--- config.mk ---
export PLATFORM = sky130hd
export DESIGN_NAME = nvsc_host
export DESIGN_NICKNAME = d
export VERILOG_FILES = /design/src/hw/nvsc_timer.v /design/src/hw/nvsc_host.v
export VERILOG_INCLUDE_DIRS = /design/src /design/src/hw
export SDC_FILE = /design/constraint.sdc
export NUM_CORES = 1
export LEC_CHECK = 0
export BUFFER_PORTS_ARGS = -buffer_cell sky130_fd_sc_hd__buf_4
export CAP_MARGIN = 30
export CORE_MARGIN = 1.5
export CORE_UTILIZATION = 50
export CTS_BUF_LIST = sky130_fd_sc_hd__clkbuf_4
export DETAILED_ROUTE_END_ITERATION = 12
export PLACE_DENSITY = 0.83
export SLEW_MARGIN = 30
export SYNTH_ARGS = -nofsm -noshare
export SYNTH_HDL_FRONTEND = slang
export SYNTH_SLANG_ARGS = --single-unit
export TNS_END_PERCENT = 10
--- constraint.sdc ---
create_clock -name clk_i -period 4.7 [get_ports clk_i]
set_input_delay 0.47 -clock clk_i [delete_from_list [all_inputs] [get_ports clk_i]]
set_output_delay 0.47 -clock clk_i [all_outputs]
set_load 0.02 [all_outputs]
--- src/hw/nvsc_defines.vh ---
// nvsc_defines.vh: constants for the nonvolatile static memory host controller
// assumes a 20 MHz clock (50 ns period); included by its bare name
`ifndef NVSC_DEFINES_VH
`define NVSC_DEFINES_VH

// ------------------------------------------------------------
// clock and timing figures
// ------------------------------------------------------------
`define NVSC_CLK_PERIOD_NS      50
`define NVSC_WRITE_GRACE_NS     25
`define NVSC_HW_STORE_PULSE_NS  15
`define NVSC_BUSY_DRIVE_NS      500
`define NVSC_POWERUP_BUSY_US    5
`define NVSC_SOFT_SEQ_US        100
`define NVSC_RECALL_MS          20
`define NVSC_ACCESS_NS          25
// least times round up, none below one cycle
`define NVSC_CEIL_CYC(ns) (((ns) + `NVSC_CLK_PERIOD_NS - 1) / `NVSC_CLK_PERIOD_NS)
`define NVSC_HW_PULSE_CYC  ((`NVSC_CEIL_CYC(`NVSC_HW_STORE_PULSE_NS) < 1) ? 1 : \
	`NVSC_CEIL_CYC(`NVSC_HW_STORE_PULSE_NS))
`define NVSC_ACCESS_CYC    ((`NVSC_CEIL_CYC(`NVSC_ACCESS_NS) < 1) ? 1 : \
	`NVSC_CEIL_CYC(`NVSC_ACCESS_NS))
`define NVSC_GRACE_CYC     ((`NVSC_CEIL_CYC(`NVSC_WRITE_GRACE_NS) < 1) ? 1 : \
	`NVSC_CEIL_CYC(`NVSC_WRITE_GRACE_NS))
`define NVSC_SOFT_SEQ_CYC  (`NVSC_SOFT_SEQ_US * 1000 / `NVSC_CLK_PERIOD_NS)
`define NVSC_RECALL_CYC    (`NVSC_RECALL_MS * 1000000 / `NVSC_CLK_PERIOD_NS)
`define NVSC_PWRUP_CYC     (`NVSC_POWERUP_BUSY_US * 1000 / `NVSC_CLK_PERIOD_NS)
// settle waits after requests and between soft sequence reads, in cycles
`define NVSC_WAIT_CYC      2
`define NVSC_HWST_WAIT_CYC 4
`define NVSC_GAP_CYC       1

// ------------------------------------------------------------
// command encodings and widths
// ------------------------------------------------------------
`define NVSC_ADDR_W        15
`define NVSC_DATA_W        8
`define NVSC_CMD_READ      2'h0
`define NVSC_CMD_WRITE     2'h1
`define NVSC_CMD_SOFT      2'h2
`define NVSC_CMD_HWSTORE   2'h3
`define NVSC_SEQ_LEN       6

`endif

--- src/hw/nvsc_timer.v ---
// nvsc_timer.v: loadable down counter used for every wait of the controller
// assumes load and counting on the one system clock
`timescale 1ns/1ns
module nvsc_timer #(
	parameter W = 20
) (
	input  wire         clk_i,
	input  wire         rstn_i,
	input  wire         load_i,
	input  wire [W-1:0] count_i,
	output wire         done_o
);
	reg [W-1:0] cnt;

	// ------------------------------------------------------------
	// counter
	// ------------------------------------------------------------
	// reload has priority so a new wait never inherits stale time
	always @(posedge clk_i)
	begin
		if (!rstn_i)
			cnt <= {W{1'b0}};
		else if (load_i)
			cnt <= count_i;
		else if (cnt != {W{1'b0}})
			cnt <= cnt - {{(W-1){1'b0}}, 1'b1};
	end

	assign done_o = (cnt == {W{1'b0}}) & ~load_i;
endmodule

--- src/hw/nvsc_host.v ---
// nvsc_host.v: host controller driving a nonvolatile-shadowed static memory
// assumes the memory pins are wired straight out; busy line is open drain
// with an external pull-up, and the data bus is resolved by the testbench
`timescale 1ns/1ns
`include "nvsc_defines.vh"
module nvsc_host #(
	parameter AW          = `NVSC_ADDR_W,
	parameter DW          = `NVSC_DATA_W,
	parameter TW          = 20,
	parameter RECALL_CYC  = `NVSC_RECALL_CYC,
	parameter SOFT_CYC    = `NVSC_SOFT_SEQ_CYC,
	parameter PWRUP_CYC   = `NVSC_PWRUP_CYC,
	parameter [AW-1:0] SEQ_A0 = 15'h0e38,
	parameter [AW-1:0] SEQ_A1 = 15'h31c7,
	parameter [AW-1:0] SEQ_A2 = 15'h03e0,
	parameter [AW-1:0] SEQ_A3 = 15'h3c1f,
	parameter [AW-1:0] SEQ_A4 = 15'h303f,
	parameter [AW-1:0] SEQ_A5 = 15'h0fc0
) (
	input  wire          clk_i,
	input  wire          rstn_i,
	// user command port
	input  wire          req_valid_i,
	output wire          req_ready_o,
	input  wire [1:0]    req_cmd_i,
	input  wire [AW-1:0] req_addr_i,
	input  wire [DW-1:0] req_wdata_i,
	input  wire [AW-1:0] req_last_addr_i,
	output reg           rsp_valid_o,
	output reg  [DW-1:0] rsp_rdata_o,
	output reg           busy_o,
	// memory pins
	output reg           mem_ce_n_o,
	output reg           mem_we_n_o,
	output reg           mem_oe_n_o,
	output reg  [AW-1:0] mem_addr_o,
	input  wire [DW-1:0] mem_dq_i,
	output reg  [DW-1:0] mem_dq_o,
	output reg           mem_dq_oe_o,
	input  wire          hw_store_busy_n_i,
	output wire          hw_store_busy_n_o,
	output reg           hw_store_busy_n_oe_o
);
	// ------------------------------------------------------------
	// states
	// ------------------------------------------------------------
	localparam [6:0] S_PWRUP = 7'h01;
	localparam [6:0] S_IDLE  = 7'h02;
	localparam [6:0] S_RD    = 7'h04;
	localparam [6:0] S_WR    = 7'h08;
	localparam [6:0] S_SEQ   = 7'h10;
	localparam [6:0] S_HWST  = 7'h20;
	localparam [6:0] S_WAIT  = 7'h40;

	// timer loads held at the timer's own width
	localparam [TW-1:0] ACCESS_CNT = `NVSC_ACCESS_CYC;
	localparam [TW-1:0] PULSE_CNT  = `NVSC_HW_PULSE_CYC;
	localparam [TW-1:0] WAIT_CNT   = `NVSC_WAIT_CYC;
	localparam [TW-1:0] HWST_CNT   = `NVSC_HWST_WAIT_CYC;
	localparam [TW-1:0] GAP_CNT    = `NVSC_GAP_CYC;
	localparam [2:0]    LAST_IDX   = `NVSC_SEQ_LEN - 1;

	reg  [6:0]    state;
	reg  [2:0]    seq_idx;
	reg           soft_mode;
	reg  [AW-1:0] soft_last;
	reg           busy_s1;
	reg           busy_s2;
	reg  [DW-1:0] dq_s1;
	reg  [DW-1:0] dq_s2;
	reg           tmr_load;
	reg  [TW-1:0] tmr_count;
	wire          tmr_done;

	// sequence address lookup; the last one selects the command
	function [AW-1:0] seq_addr;
		input [2:0]    idx;
		input [AW-1:0] last;
		begin
			case (idx)
				3'h0:    seq_addr = SEQ_A0;
				3'h1:    seq_addr = SEQ_A1;
				3'h2:    seq_addr = SEQ_A2;
				3'h3:    seq_addr = SEQ_A3;
				3'h4:    seq_addr = SEQ_A4;
				default: seq_addr = last;
			endcase
		end
	endfunction

	nvsc_timer #(.W(TW)) u_timer (
		.clk_i   (clk_i),
		.rstn_i  (rstn_i),
		.load_i  (tmr_load),
		.count_i (tmr_count),
		.done_o  (tmr_done)
	);

	// ------------------------------------------------------------
	// pin synchronisers
	// ------------------------------------------------------------
	// busy and read data come from outside, two stages before use
	always @(posedge clk_i)
	begin
		if (!rstn_i)
		begin
			busy_s1 <= 1'b1;
			busy_s2 <= 1'b1;
			dq_s1   <= {DW{1'b0}};
			dq_s2   <= {DW{1'b0}};
		end
		else
		begin
			busy_s1 <= hw_store_busy_n_i;
			busy_s2 <= busy_s1;
			dq_s1   <= mem_dq_i;
			dq_s2   <= dq_s1;
		end
	end

	// open drain: only ever pulls low
	assign hw_store_busy_n_o = 1'b0;
	// device busy low blocks new accesses
	assign req_ready_o = (state == S_IDLE) & busy_s2;

	// ------------------------------------------------------------
	// main sequencer
	// ------------------------------------------------------------
	always @(posedge clk_i)
	begin
		tmr_load  <= 1'b0;
		tmr_count <= {TW{1'b0}};
		if (!rstn_i)
		begin
			state                <= S_PWRUP;
			seq_idx              <= 3'h0;
			soft_mode            <= 1'b0;
			soft_last            <= {AW{1'b0}};
			rsp_valid_o          <= 1'b0;
			rsp_rdata_o          <= {DW{1'b0}};
			busy_o               <= 1'b1;
			mem_ce_n_o           <= 1'b1;
			mem_we_n_o           <= 1'b1;
			mem_oe_n_o           <= 1'b1;
			mem_addr_o           <= {AW{1'b0}};
			mem_dq_o             <= {DW{1'b0}};
			mem_dq_oe_o          <= 1'b0;
			hw_store_busy_n_oe_o <= 1'b0;
			tmr_load             <= 1'b1;
			tmr_count            <= RECALL_CYC[TW-1:0];
		end
		else
		begin
			rsp_valid_o <= 1'b0;
			case (state)
				// power-up recall window; then wait for busy released
				S_PWRUP:
				begin
					if (tmr_done && busy_s2)
					begin
						state  <= S_IDLE;
						busy_o <= 1'b0;
					end
				end
				S_IDLE:
				begin
					if (req_valid_i && busy_s2)
					begin
						busy_o     <= 1'b1;
						mem_addr_o <= req_addr_i;
						tmr_load   <= 1'b1;
						tmr_count  <= ACCESS_CNT;
						case (req_cmd_i)
							`NVSC_CMD_WRITE:
							begin
								// write enable falls a cycle before chip enable
								state       <= S_WR;
								mem_we_n_o  <= 1'b0;
								mem_dq_o    <= req_wdata_i;
								mem_dq_oe_o <= 1'b1;
							end
							`NVSC_CMD_SOFT:
							begin
								// chip-enable framed reads
								state      <= S_SEQ;
								soft_mode  <= 1'b1;
								soft_last  <= req_last_addr_i;
								seq_idx    <= 3'h0;
								mem_addr_o <= SEQ_A0;
								mem_ce_n_o <= 1'b0;
								mem_oe_n_o <= 1'b0;
							end
							`NVSC_CMD_HWSTORE:
							begin
								// pull busy low for the least pulse
								state                <= S_HWST;
								hw_store_busy_n_oe_o <= 1'b1;
								tmr_count            <= PULSE_CNT;
							end
							default:
							begin
								// read: write enable held high
								state      <= S_RD;
								mem_ce_n_o <= 1'b0;
								mem_oe_n_o <= 1'b0;
							end
						endcase
					end
				end
				S_RD:
				begin
					if (tmr_done)
					begin
						state       <= S_WAIT;
						mem_ce_n_o  <= 1'b1;
						mem_oe_n_o  <= 1'b1;
						rsp_valid_o <= 1'b1;
						rsp_rdata_o <= dq_s2;
						tmr_load    <= 1'b1;
						tmr_count   <= WAIT_CNT;
					end
				end
				S_WR:
				begin
					// the grace window covers the write's own end
					if (tmr_done)
					begin
						// data stays driven a cycle past the write's end
						state       <= S_WAIT;
						mem_ce_n_o  <= 1'b1;
						mem_we_n_o  <= 1'b1;
						rsp_valid_o <= 1'b1;
						tmr_load    <= 1'b1;
						tmr_count   <= WAIT_CNT;
					end
					else
						mem_ce_n_o <= 1'b0;
				end
				S_SEQ:
				begin
					if (tmr_done)
					begin
						mem_ce_n_o <= 1'b1;
						mem_oe_n_o <= 1'b1;
						if (seq_idx == LAST_IDX)
						begin
							// sixth read's data discarded
							state       <= S_WAIT;
							rsp_valid_o <= 1'b1;
							tmr_load    <= 1'b1;
							tmr_count   <= SOFT_CYC[TW-1:0];
						end
						else
						begin
							seq_idx    <= seq_idx + 3'h1;
							mem_addr_o <= seq_addr(seq_idx + 3'h1, soft_last);
							state      <= S_RD;
							tmr_load   <= 1'b1;
							tmr_count  <= GAP_CNT;
						end
					end
				end
				S_HWST:
				begin
					if (tmr_done)
					begin
						// release; device drives busy itself
						state                <= S_WAIT;
						hw_store_busy_n_oe_o <= 1'b0;
						rsp_valid_o          <= 1'b1;
						tmr_load             <= 1'b1;
						tmr_count            <= HWST_CNT;
					end
				end
				S_WAIT:
				begin
					mem_dq_oe_o <= 1'b0; // write data released after its hold
					// skipped store shows as busy never low
					if (tmr_done && busy_s2)
					begin
						state     <= S_IDLE;
						busy_o    <= 1'b0;
						soft_mode <= 1'b0;
					end
				end
				default:
				begin
					state <= S_IDLE;
				end
			endcase
			// gaps between soft sequence reads pass through S_RD one at a time
			if (state == S_RD && soft_mode && tmr_done)
			begin
				state       <= S_SEQ;
				rsp_valid_o <= 1'b0;
				mem_ce_n_o  <= 1'b0;
				mem_oe_n_o  <= 1'b0;
				tmr_load    <= 1'b1;
				tmr_count   <= ACCESS_CNT;
			end
		end
	end
endmodule

Word level (Yosys, flattened, before mapping)
Cells that the tools add are included.
Storage, ports and cells
  flip-flop bits (word level): 123
Cells by class
  add/subtract/negate cells: 2
  equal/unequal tests: 32
  mux-type cells: 57
  bitwise logic cells: 4
  reduce and logical (&&, ||, !) cells: 36
Operators with widths (number)
  15-bit one-hot mux with 5 select lines: 1
  15-bit 2-to-1 mux: 4
  11-bit one-hot mux with 4 select lines: 1
  20-bit 2-to-1 mux: 2
  7-bit 2-to-1 mux: 5
  4-bit AND reduction: 8
  15-bit one-hot mux with 2 select lines: 1
  7-bit one-hot mux with 4 select lines: 1
  11-bit 2-to-1 mux: 2
  1-bit 2-to-1 mux: 21
  20-bit zero test: 1
  20-bit nonzero test: 1
  20-bit by 1-bit subtractor with 20-bit output, second input constant: 1
  19-bit 2-to-1 mux: 1
  6-bit one-hot mux with 3 select lines: 1
  1-bit one-hot mux with 2 select lines: 8
  3-bit 2-to-1 mux: 5
  2-bit by 1-bit != test with 1-bit output, second input constant: 6
  3-bit by 1-bit != test with 1-bit output, second input constant: 4
  3-bit AND reduction: 4
  2-bit nonzero test: 6
  2-bit != test, second input constant: 5
  2-bit OR reduction: 5
  7-bit by 1-bit == test with 1-bit output, second input constant: 1
  28 further kinds: 36

Longest topological paths before layout
Gate-level depths: netlist of run 1.
  depth after elaboration: 6
  gate-level depth with buffers: 9
  mapped depth without buffers: 8

Hierarchy
Synthesis of run 1 repeated with hierarchy kept, for this count alone.
Second synthesis, totals
  cell total of the unflattened synthesis: 567
  area, all modules: 4898.4 um2
By module, submodules not included
  nvsc_host: times used 1, cells an instance 412, area an instance 3727.3 um2
  nvsc_timer: times used 1, cells an instance 155, area an instance 1171.1 um2

Worst setup path before layout of run 1
No wires, ideal clock.
  kind: flip-flop to flip-flop
  start point: reg u_timer.cnt[2]
  end point: reg state[3]
  library setup time: 73 ps
  arrival time: 2421 ps
  required time: 4627 ps
  setup slack: 2206 ps
  cell stages (with the launch flop): 8
  clock period less this slack: 2494 ps
  cell sequence: dfxtp_1 nor4_4 nand3b_4 or4_4 buf_6 a211o_1 or4b_1 a21oi_1
Between the ends
  cells in the longest elaborated chain, start to end: 5
  elaborated cells between the ends (all ways): 9
  those cells by class: eq/ne (3); bitwise (1); reduce/logical (5)
RTL lines
  from (decl): RTL line nvsc_timer.v:13  | reg [W-1:0] cnt;
  from (signal assigned): RTL line nvsc_timer.v:22  | cnt <= {W{1'b0}};
  from (signal assigned): RTL line nvsc_timer.v:24  | cnt <= count_i;
  from (signal assigned): RTL line nvsc_timer.v:26  | cnt <= cnt - {{(W-1){1'b0}}, 1'b1};
  20-bit zero test *: RTL line nvsc_timer.v:29  | assign done_o = (cnt == {W{1'b0}}) & ~load_i;
  1-bit AND *: RTL line nvsc_timer.v:29
  1-bit logical AND: RTL line nvsc_host.v:159, nvsc_host.v:279
  2-bit by 1-bit != test with 1-bit output (no source line)
  4-bit AND reduction (no source line)
  to (signal assigned): RTL line nvsc_host.v:161  | state <= S_IDLE;
  to (signal assigned): RTL line nvsc_host.v:281  | state <= S_IDLE;
  to (signal assigned): RTL line nvsc_host.v:288  | state <= S_IDLE;
  to (decl): RTL line nvsc_host.v:63  | reg [6:0] state;
Every way passes the cells marked *; elsewhere a longest branch is shown, timed or not.
A chain may end at the register's enable or synchronous reset.

Final worst setup path of run 1
  start point: reg state[2]
  end point: reg mem_we_n_o
Between the ends
  cells in the longest elaborated chain, start to end: 3
  elaborated cells between the ends (all ways): 8
  those cells by class: eq/ne (5); mux (1); reduce/logical (2)
RTL lines
  from (signal assigned): RTL line nvsc_host.v:135  | state <= S_PWRUP;
  from (signal assigned): RTL line nvsc_host.v:161
  from (signal assigned): RTL line nvsc_host.v:177  | state <= S_WR;
  7-bit by 2-bit == test with 1-bit output or 7-bit by 4-bit == test with 1-bit output (tied branches): RTL line nvsc_host.v:155  | case (state)
  2-bit by 1-bit != test with 1-bit output (no source line), or another cell as far along
  4-bit AND reduction (no source line)
  to (signal assigned): RTL line nvsc_host.v:143  | mem_we_n_o <= 1'b1;
  to (signal assigned): RTL line nvsc_host.v:178  | mem_we_n_o <= 1'b0;
  to (signal assigned): RTL line nvsc_host.v:231  | mem_we_n_o <= 1'b1;
  to (decl): RTL line nvsc_host.v:34  | output reg mem_we_n_o,
Several ways; a longest one is shown, not always the timed one.

==> results of run 1 <==
layout by cell type (no fill, tap or decap), types with 4 or more instances in the layout:
cell and count:
o21ai_0 13, xor2_1 12, xnor2_1 8, and3_1 5, inv_1 12, nand2_1 98
nand3_1 26, nor4_1 6, or3_1 4, mux2i_1 11, dfxtp_1 109, and2_1 17
a311oi_1 4, clkbuf_4 10, nor3_1 10, ha_1 7, a21oi_1 76, nand2b_1 7
o311ai_0 7, buf_4 91, nor2_1 54
power groups by stage:
stage | Clock [mW] | Combinational [mW] | Sequential, mW
after global placement | 0 | 0.373 | 1.04
after CTS | 0.532 | 0.388 | 1.02
after global routing | 0.566 | 0.435 | 1.03
after floorplan | 0 | 0.277 | 1.04
after detailed placement | 0 | 0.385 | 1.04
final | 0.525 | 0.392 | 1.02
metrics by stage:
step	area [sq um]	setup WS, ns	hold WS, ns
floorplan	4736	2.206	0.3863
global placement	5421	1.864	0.3934
detailed placement	5426	1.791	0.3951
CTS	5593	1.756	0.1730
global route	5599	1.426	0.1782
finish	5599	1.615	0.1879
state kept, by name, indices dropped and copies added, names as in the netlist, 3 cells and up:
| register | count |
|---|---|
| u_timer.cnt | 20 |
| mem_addr_o | 15 |
| soft_last | 15 |
| dq_s1 | 8 |
| dq_s2 | 8 |
| mem_dq_o | 8 |
| rsp_rdata_o | 8 |
| state | 7 |
| tmr_count | 6 |
| seq_idx | 3 |
worst reg2reg max path, cell delays in order (launching register included):
cell and delay, ns:
dfxtp_1 0.43, nor2_1 0.32, nand4_1 0.37, nor2_1 0.72, nand3b_1 0.63, a221o_1 0.51
worst min path at each step:
stage | slack, ns | cells past startpoint | from | endpoint
4_1_cts | 0.17 | 2 | mem_dq_i[2] | dq_s1[2]$_SDFF_PN0_
3_5_place_dp | 0.40 | 1 | busy_s1$_SDFF_PN1_ | busy_s2$_SDFF_PN1_
5_1_grt | 0.18 | 2 | mem_dq_i[3] | dq_s1[3]$_SDFF_PN0_
2_1_floorplan | 0.39 | 1 | busy_s1$_SDFF_PN1_ | busy_s2$_SDFF_PN1_
3_3_place_gp | 0.39 | 1 | busy_s1$_SDFF_PN1_ | busy_s2$_SDFF_PN1_
6_report | 0.19 | 2 | hw_store_busy_n_i | busy_s1$_SDFF_PN1_
per-layer routing:
layer	routed length, microns	global-route usage, %	up-vias	part of all wire [%]
li1	-	-	2117	-
met4	255	8.776	0	2.2
met3	851	4.387	27	7.2
met2	5700	38.83	191	49
met1	4936	29.77	2031	42
met5	0	0	-	0
final cells by class:
class / count / area [sq um]
timing repair buffer: 91 / 683.2
fill: 815 / 3597
clock buffer: 10 / 75.07
sequential: 109 / 2182
multi-input combinational: 418 / 2374
inverter: 14 / 55.05
tap: 111 / 138.9
clock inverter: 6 / 91.34
kinds of logic (layout without fill, tap and decap cells):
| kind of cell | after synthesis | after routing | synth area share, % |
|---|---|---|---|
| compound gates | 123 | 123 | 15.27 |
| xor+xnor | 20 | 20 | 3.699 |
| fa+ha+maj | 7 | 7 | 1.849 |
| buf+inv | 46 | 121 | 3.989 |
| flops | 109 | 109 | 46.08 |
| mux | 11 | 11 | 2.325 |
| other cells | 1 | 1 | 0.07918 |
| simple gates | 256 | 256 | 26.71 |
==> metrics, run 1 <==
status=finished clean; endpoint class of the critical path=flip-flop; max-cap viol count=0; # port buffers=90; ant diodes=0; Final Max Tran Viols=0; Max clock buf depth=2; Initial DRC Count=285; core area=9196 sq um; largest net degree at the start of global routing=64; Yosys warning count=0; CTS Hold Buffers Added=0; Top cell by count, worst path=nor2_1; Finished Layout Cells=759; Slew HR=39.55%; final design utilization=60.88%; H-tree Lvls=3; clk_lat worst skew=0.47 ns; Pwr Total=1.938 mW; num ports=92; synth cell count leaders=dfxtp_1, nand2_1, a21oi_1; layout cells sized above 1=19.29%; DRC Markers=0; Internal=1.326 mW; Die ar.=10060 sq um; CP peak stage delay=0.72 ns; final number of hold-violating endpoints=0; CP Data Required Time=5.06 ns; crit path from=state[2]$_SDFFE_PP0P_; clock period minus worst slack=3.085 ns; clock sinks=109; TritonCTS clock tree=built; first-pass GRT wire length=18.70 mm; part of the power in the clock network=27.1%; Initial Utilization=51.50%; flops & latches, synth=109; reg-to-reg startpoint=state[2]$_SDFFE_PP0P_; ANT nets after route=0; antenna violations before repair=0; critical path peak fanout=10; clock root buffer master=clkbuf_4; post-synth cell types=60; Comb pwr share=20.2%; Post-Place Cells=743; RSZ-0062 raised after global routing=no; Seq/Total Area, Yosys=46.08%; slowest CP cell=nor2_1; VDD IR max=0.0001361 V; critical path depth=5; die extent in y=100.3 microns; clk_skew=0.02210 ns; via count=4366; wire length per cell=15.47 microns; Worst Tran Pin Value=0.9068 ns; Reg clk slew, reported paths=0.17 ns; post-CTS setup buffers=0; R2R cell count=5; worst min-delay path class=in2reg; vias in the first global route=3969; Worst Path Buf+Inv=0; sequential share of power=52.7%; Post-DP HPWL=8.404 mm; total nets after synthesis=632; vias per cell=5.752; GPL Wtd Cong=1.008; Synth area leader=dfxtp_1; Mean Syn Cell Area=8.265 sq um; row count=35; setup slack, reg-to-reg=1.62 ns; synth-to-layout area growth=18.23%; crit path cell chain=nor2_1, nand4_1, nor2_1, nand3b_1, a221o_1; Psw=0.6124 mW; Setup CP Type=reg2reg; ranking of synthesized cells by area=dfxtp_1, a21oi_1, nand2_1; Tcrit/Tclk final=65.63%; power per cell area=346.2 nW/um^2; Die Wd=100.3 microns; reg-to-reg endpoint=mem_we_n_o$_SDFFE_PN1P_; EDFF count, synth=0; most common cell in the netlist=dfxtp_1; Inserted Clock Buffers=9; CP arrival=3.45 ns; Total GRT Usage=23.21%; top_reg_cell synth=dfxtp_1; Critical Path End=mem_we_n_o$_SDFFE_PN1P_; wirelength, routed=11.74 mm; top-area cell type share of the netlist area=46.08%; DR pass1 iterations=5; synthesized area=4736 sq um; critical path's top delay family=simple AND/OR/NAND/NOR gates; PostCTS Resize Cnt=0; ys async rst share=0%; Worst setup SP type=flip-flop; Sw Share=31.60%; setup TNS=0 ns; # setup viols final=0; Mapped Cells=573; Final Net Count=702; maximum clock rate=324.2 MHz; total grt overflow=0; P_leak=2.251 nW
Power figures use the tool's default switching activity.
==> run 2, diff against run 1 <==
==> constraint.sdc (replaced) <==
create_clock -name clk_i -period 3.1 [get_ports clk_i]
set_input_delay 0.31 -clock clk_i [delete_from_list [all_inputs] [get_ports clk_i]]
set_output_delay 0.31 -clock clk_i [all_outputs]
set_load 0.02 [all_outputs]
==> run 2 against run 1 <==
  * Clock-buffer cell count fell by 1
  * Cell count is 0.92% higher
  * Critical endpoint is now state[3]$_SDFFE_PP0P_
  * Sequential cell count unchanged
==> metrics, run 2 (synthesized netlist as in run 1, its figures left out) <==
status=finished clean; Total GRT Usage=24.59%; clk_lat worst skew=0.49 ns; GPL Wtd Cong=0.9592; critical path peak fanout=10; Max clock buf depth=2; row count=35; ANT nets after route=0; synth-to-layout area growth=18.55%; Post-DP HPWL=8.595 mm; clock root buffer master=clkbuf_4; P_leak=2.271 nW; PnR worst setup slack=0.4061 ns; # port buffers=90; clk_skew=0.02979 ns; first-pass GRT wire length=19.52 mm; CP Data Required Time=3.51 ns; CP arrival=3.10 ns; pre-CTS setup slack=0.4942 ns; ant diodes=0; fillers=784; largest net degree at the start of global routing=37; top routing layer in use=met4; DR pass1 iterations=5; worst min-delay path class=in2reg; most frequent cells in the layout=dfxtp_1, nand2_1, buf_4, a21oi_1, nor2_1; vias in the first global route=4093; most common cell after layout, fill and taps aside=dfxtp_1; TritonCTS clock tree=built; max reg flops=20; met3 WL=869 microns; Die Wd=100.3 microns; Pwr Total=2.847 mW; Reg with most FFs=u_timer.cnt; setup TNS=0 ns; VDD IR max=0.0002377 V; Finished Layout Cells=766; final number of hold-violating endpoints=0; max-cap viol count=0; DRC Markers=0; maximum clock rate=371.2 MHz; Reg clk slew, reported paths=0.19 ns; power per cell area=507.1 nW/um^2; Worst setup SP type=flip-flop; WL met2=5.715 mm; die extent in y=100.3 microns; clock sinks=109; total grt overflow=0; Worst Tran Pin Value=0.8095 ns; Initial Utilization=51.50%; RSZ-0062 raised after global routing=no; endpoint class of the critical path=flip-flop; Die ar.=10060 sq um; wire length per cell=15.59 microns; M1 wire length=5.031 mm; Inserted Clock Buffers=9; via count=4357; Setup CP Type=reg2reg; post-placement cell area=5466 sq um; top flop regs=u_timer.cnt: 20 flops, mem_addr_o: 15 flops, soft_last: 15 flops; CP peak stage delay=0.63 ns; clock period minus worst slack=2.694 ns; vias per cell=5.688; H-tree Lvls=3; layout cells sized above 1=19.85%; slowest CP cell=or4_4; Post-Place Cells=749; Initial DRC Count=351; final instance area=5614 sq um; Final Net Count=709; critical path's top delay family=simple AND/OR/NAND/NOR gates; crit path cell chain=nor4_4, nand3b_4, or4_4, a211o_1, or4b_1, a21oi_1; setup slack, reg-to-reg=0.41 ns; antenna violations before repair=0; num ports=92; Slew HR=45.47%; wirelength, routed=11.95 mm; # setup viols final=0; core area=9196 sq um; Final Max Tran Viols=0; Worst Path Buf+Inv=0; Tcrit/Tclk final=86.90%; PostCTS Resize Cnt=0
run 2: cell types whose count changed in the layout (fill, tap and decap cells not counted), sizes merged:
cell / previous run / this run
dlygate4sd3: 0 / 1
inv: 16 / 17
clkbuf: 10 / 9
clkinv: 3 / 4
buf: 91 / 97
bufinv: 1 / 0
run 2: final cells by class:
| cell class | count | area (sq um) | share of cell area [%] |
|---|---|---|---|
| Inverter | 14 | 52.55 | 0.9360 |
| Timing Repair Buffer | 98 | 738.2 | 13.15 |
| Multi-Input combinational cell | 418 | 2371 | 42.23 |
| Sequential cell | 109 | 2182 | 38.87 |
| Tap cell | 111 | 138.9 | 2.474 |
| Clock buffer | 9 | 67.56 | 1.203 |
| Clock inverter | 7 | 63.81 | 1.137 |
run 2: through the flow:
| stage | util [%] | hold WS, ns |
|---|---|---|
| finish | 61.05 | 0.01925 |
| global route | 61.05 | 0.001113 |
| CTS | 60.98 | 0.008701 |
| detailed placement | 59.44 | 0.4044 |
| global placement | 59.44 | 0.3912 |
| floorplan | - | 0.3863 |
run 2: worst register-to-register path: stages, from the launching register on:
cell      delay, ns
dfxtp_1        0.42
nor4_4         0.37
nand3b_4       0.16
or4_4          0.63
a211o_1        0.38
or4b_1         0.51
a21oi_1        0.15
run 2: final timing paths:
| check | from | endpoint | depth (start not counted) |
|---|---|---|---|
| max | u_timer.cnt[7]$_SDFFE_PN0P_ | state[3]$_SDFFE_PP0P_ | 6 |
| min | mem_dq_i[1] | dq_s1[1]$_SDFF_PN0_ | 2 |
| max reg2reg | u_timer.cnt[7]$_SDFFE_PN0P_ | state[3]$_SDFFE_PP0P_ | 6 |
| min reg2reg | busy_s1$_SDFF_PN1_ | busy_s2$_SDFF_PN1_ | 1 |
run 2: power breakdown:
part           switching, mW  leakage [nW]  internal (mW)
clock                  0.516        0.0758          0.184
combinational          0.335          1.31          0.260
sequential            0.0782         0.887           1.47
total                  0.930          2.27           1.92
run 2: repair_timing:
| action | 4_1_cts | 5_1_grt |
|---|---|---|
| endpoints found under the hold margin | 1 | 0 |
| setup buffers | 0 | 0 |
| setup endpoints to repair | 0 | 0 |
| hold buffers | 1 | 0 |
run 2: per-layer routing:
layer  GRT usage, %  vias to the layer above
met1          30.67                     2019
met5              0                        -
met2          41.13                      191
li1               -                     2125
met3          5.362                       22
met4          10.40                        0
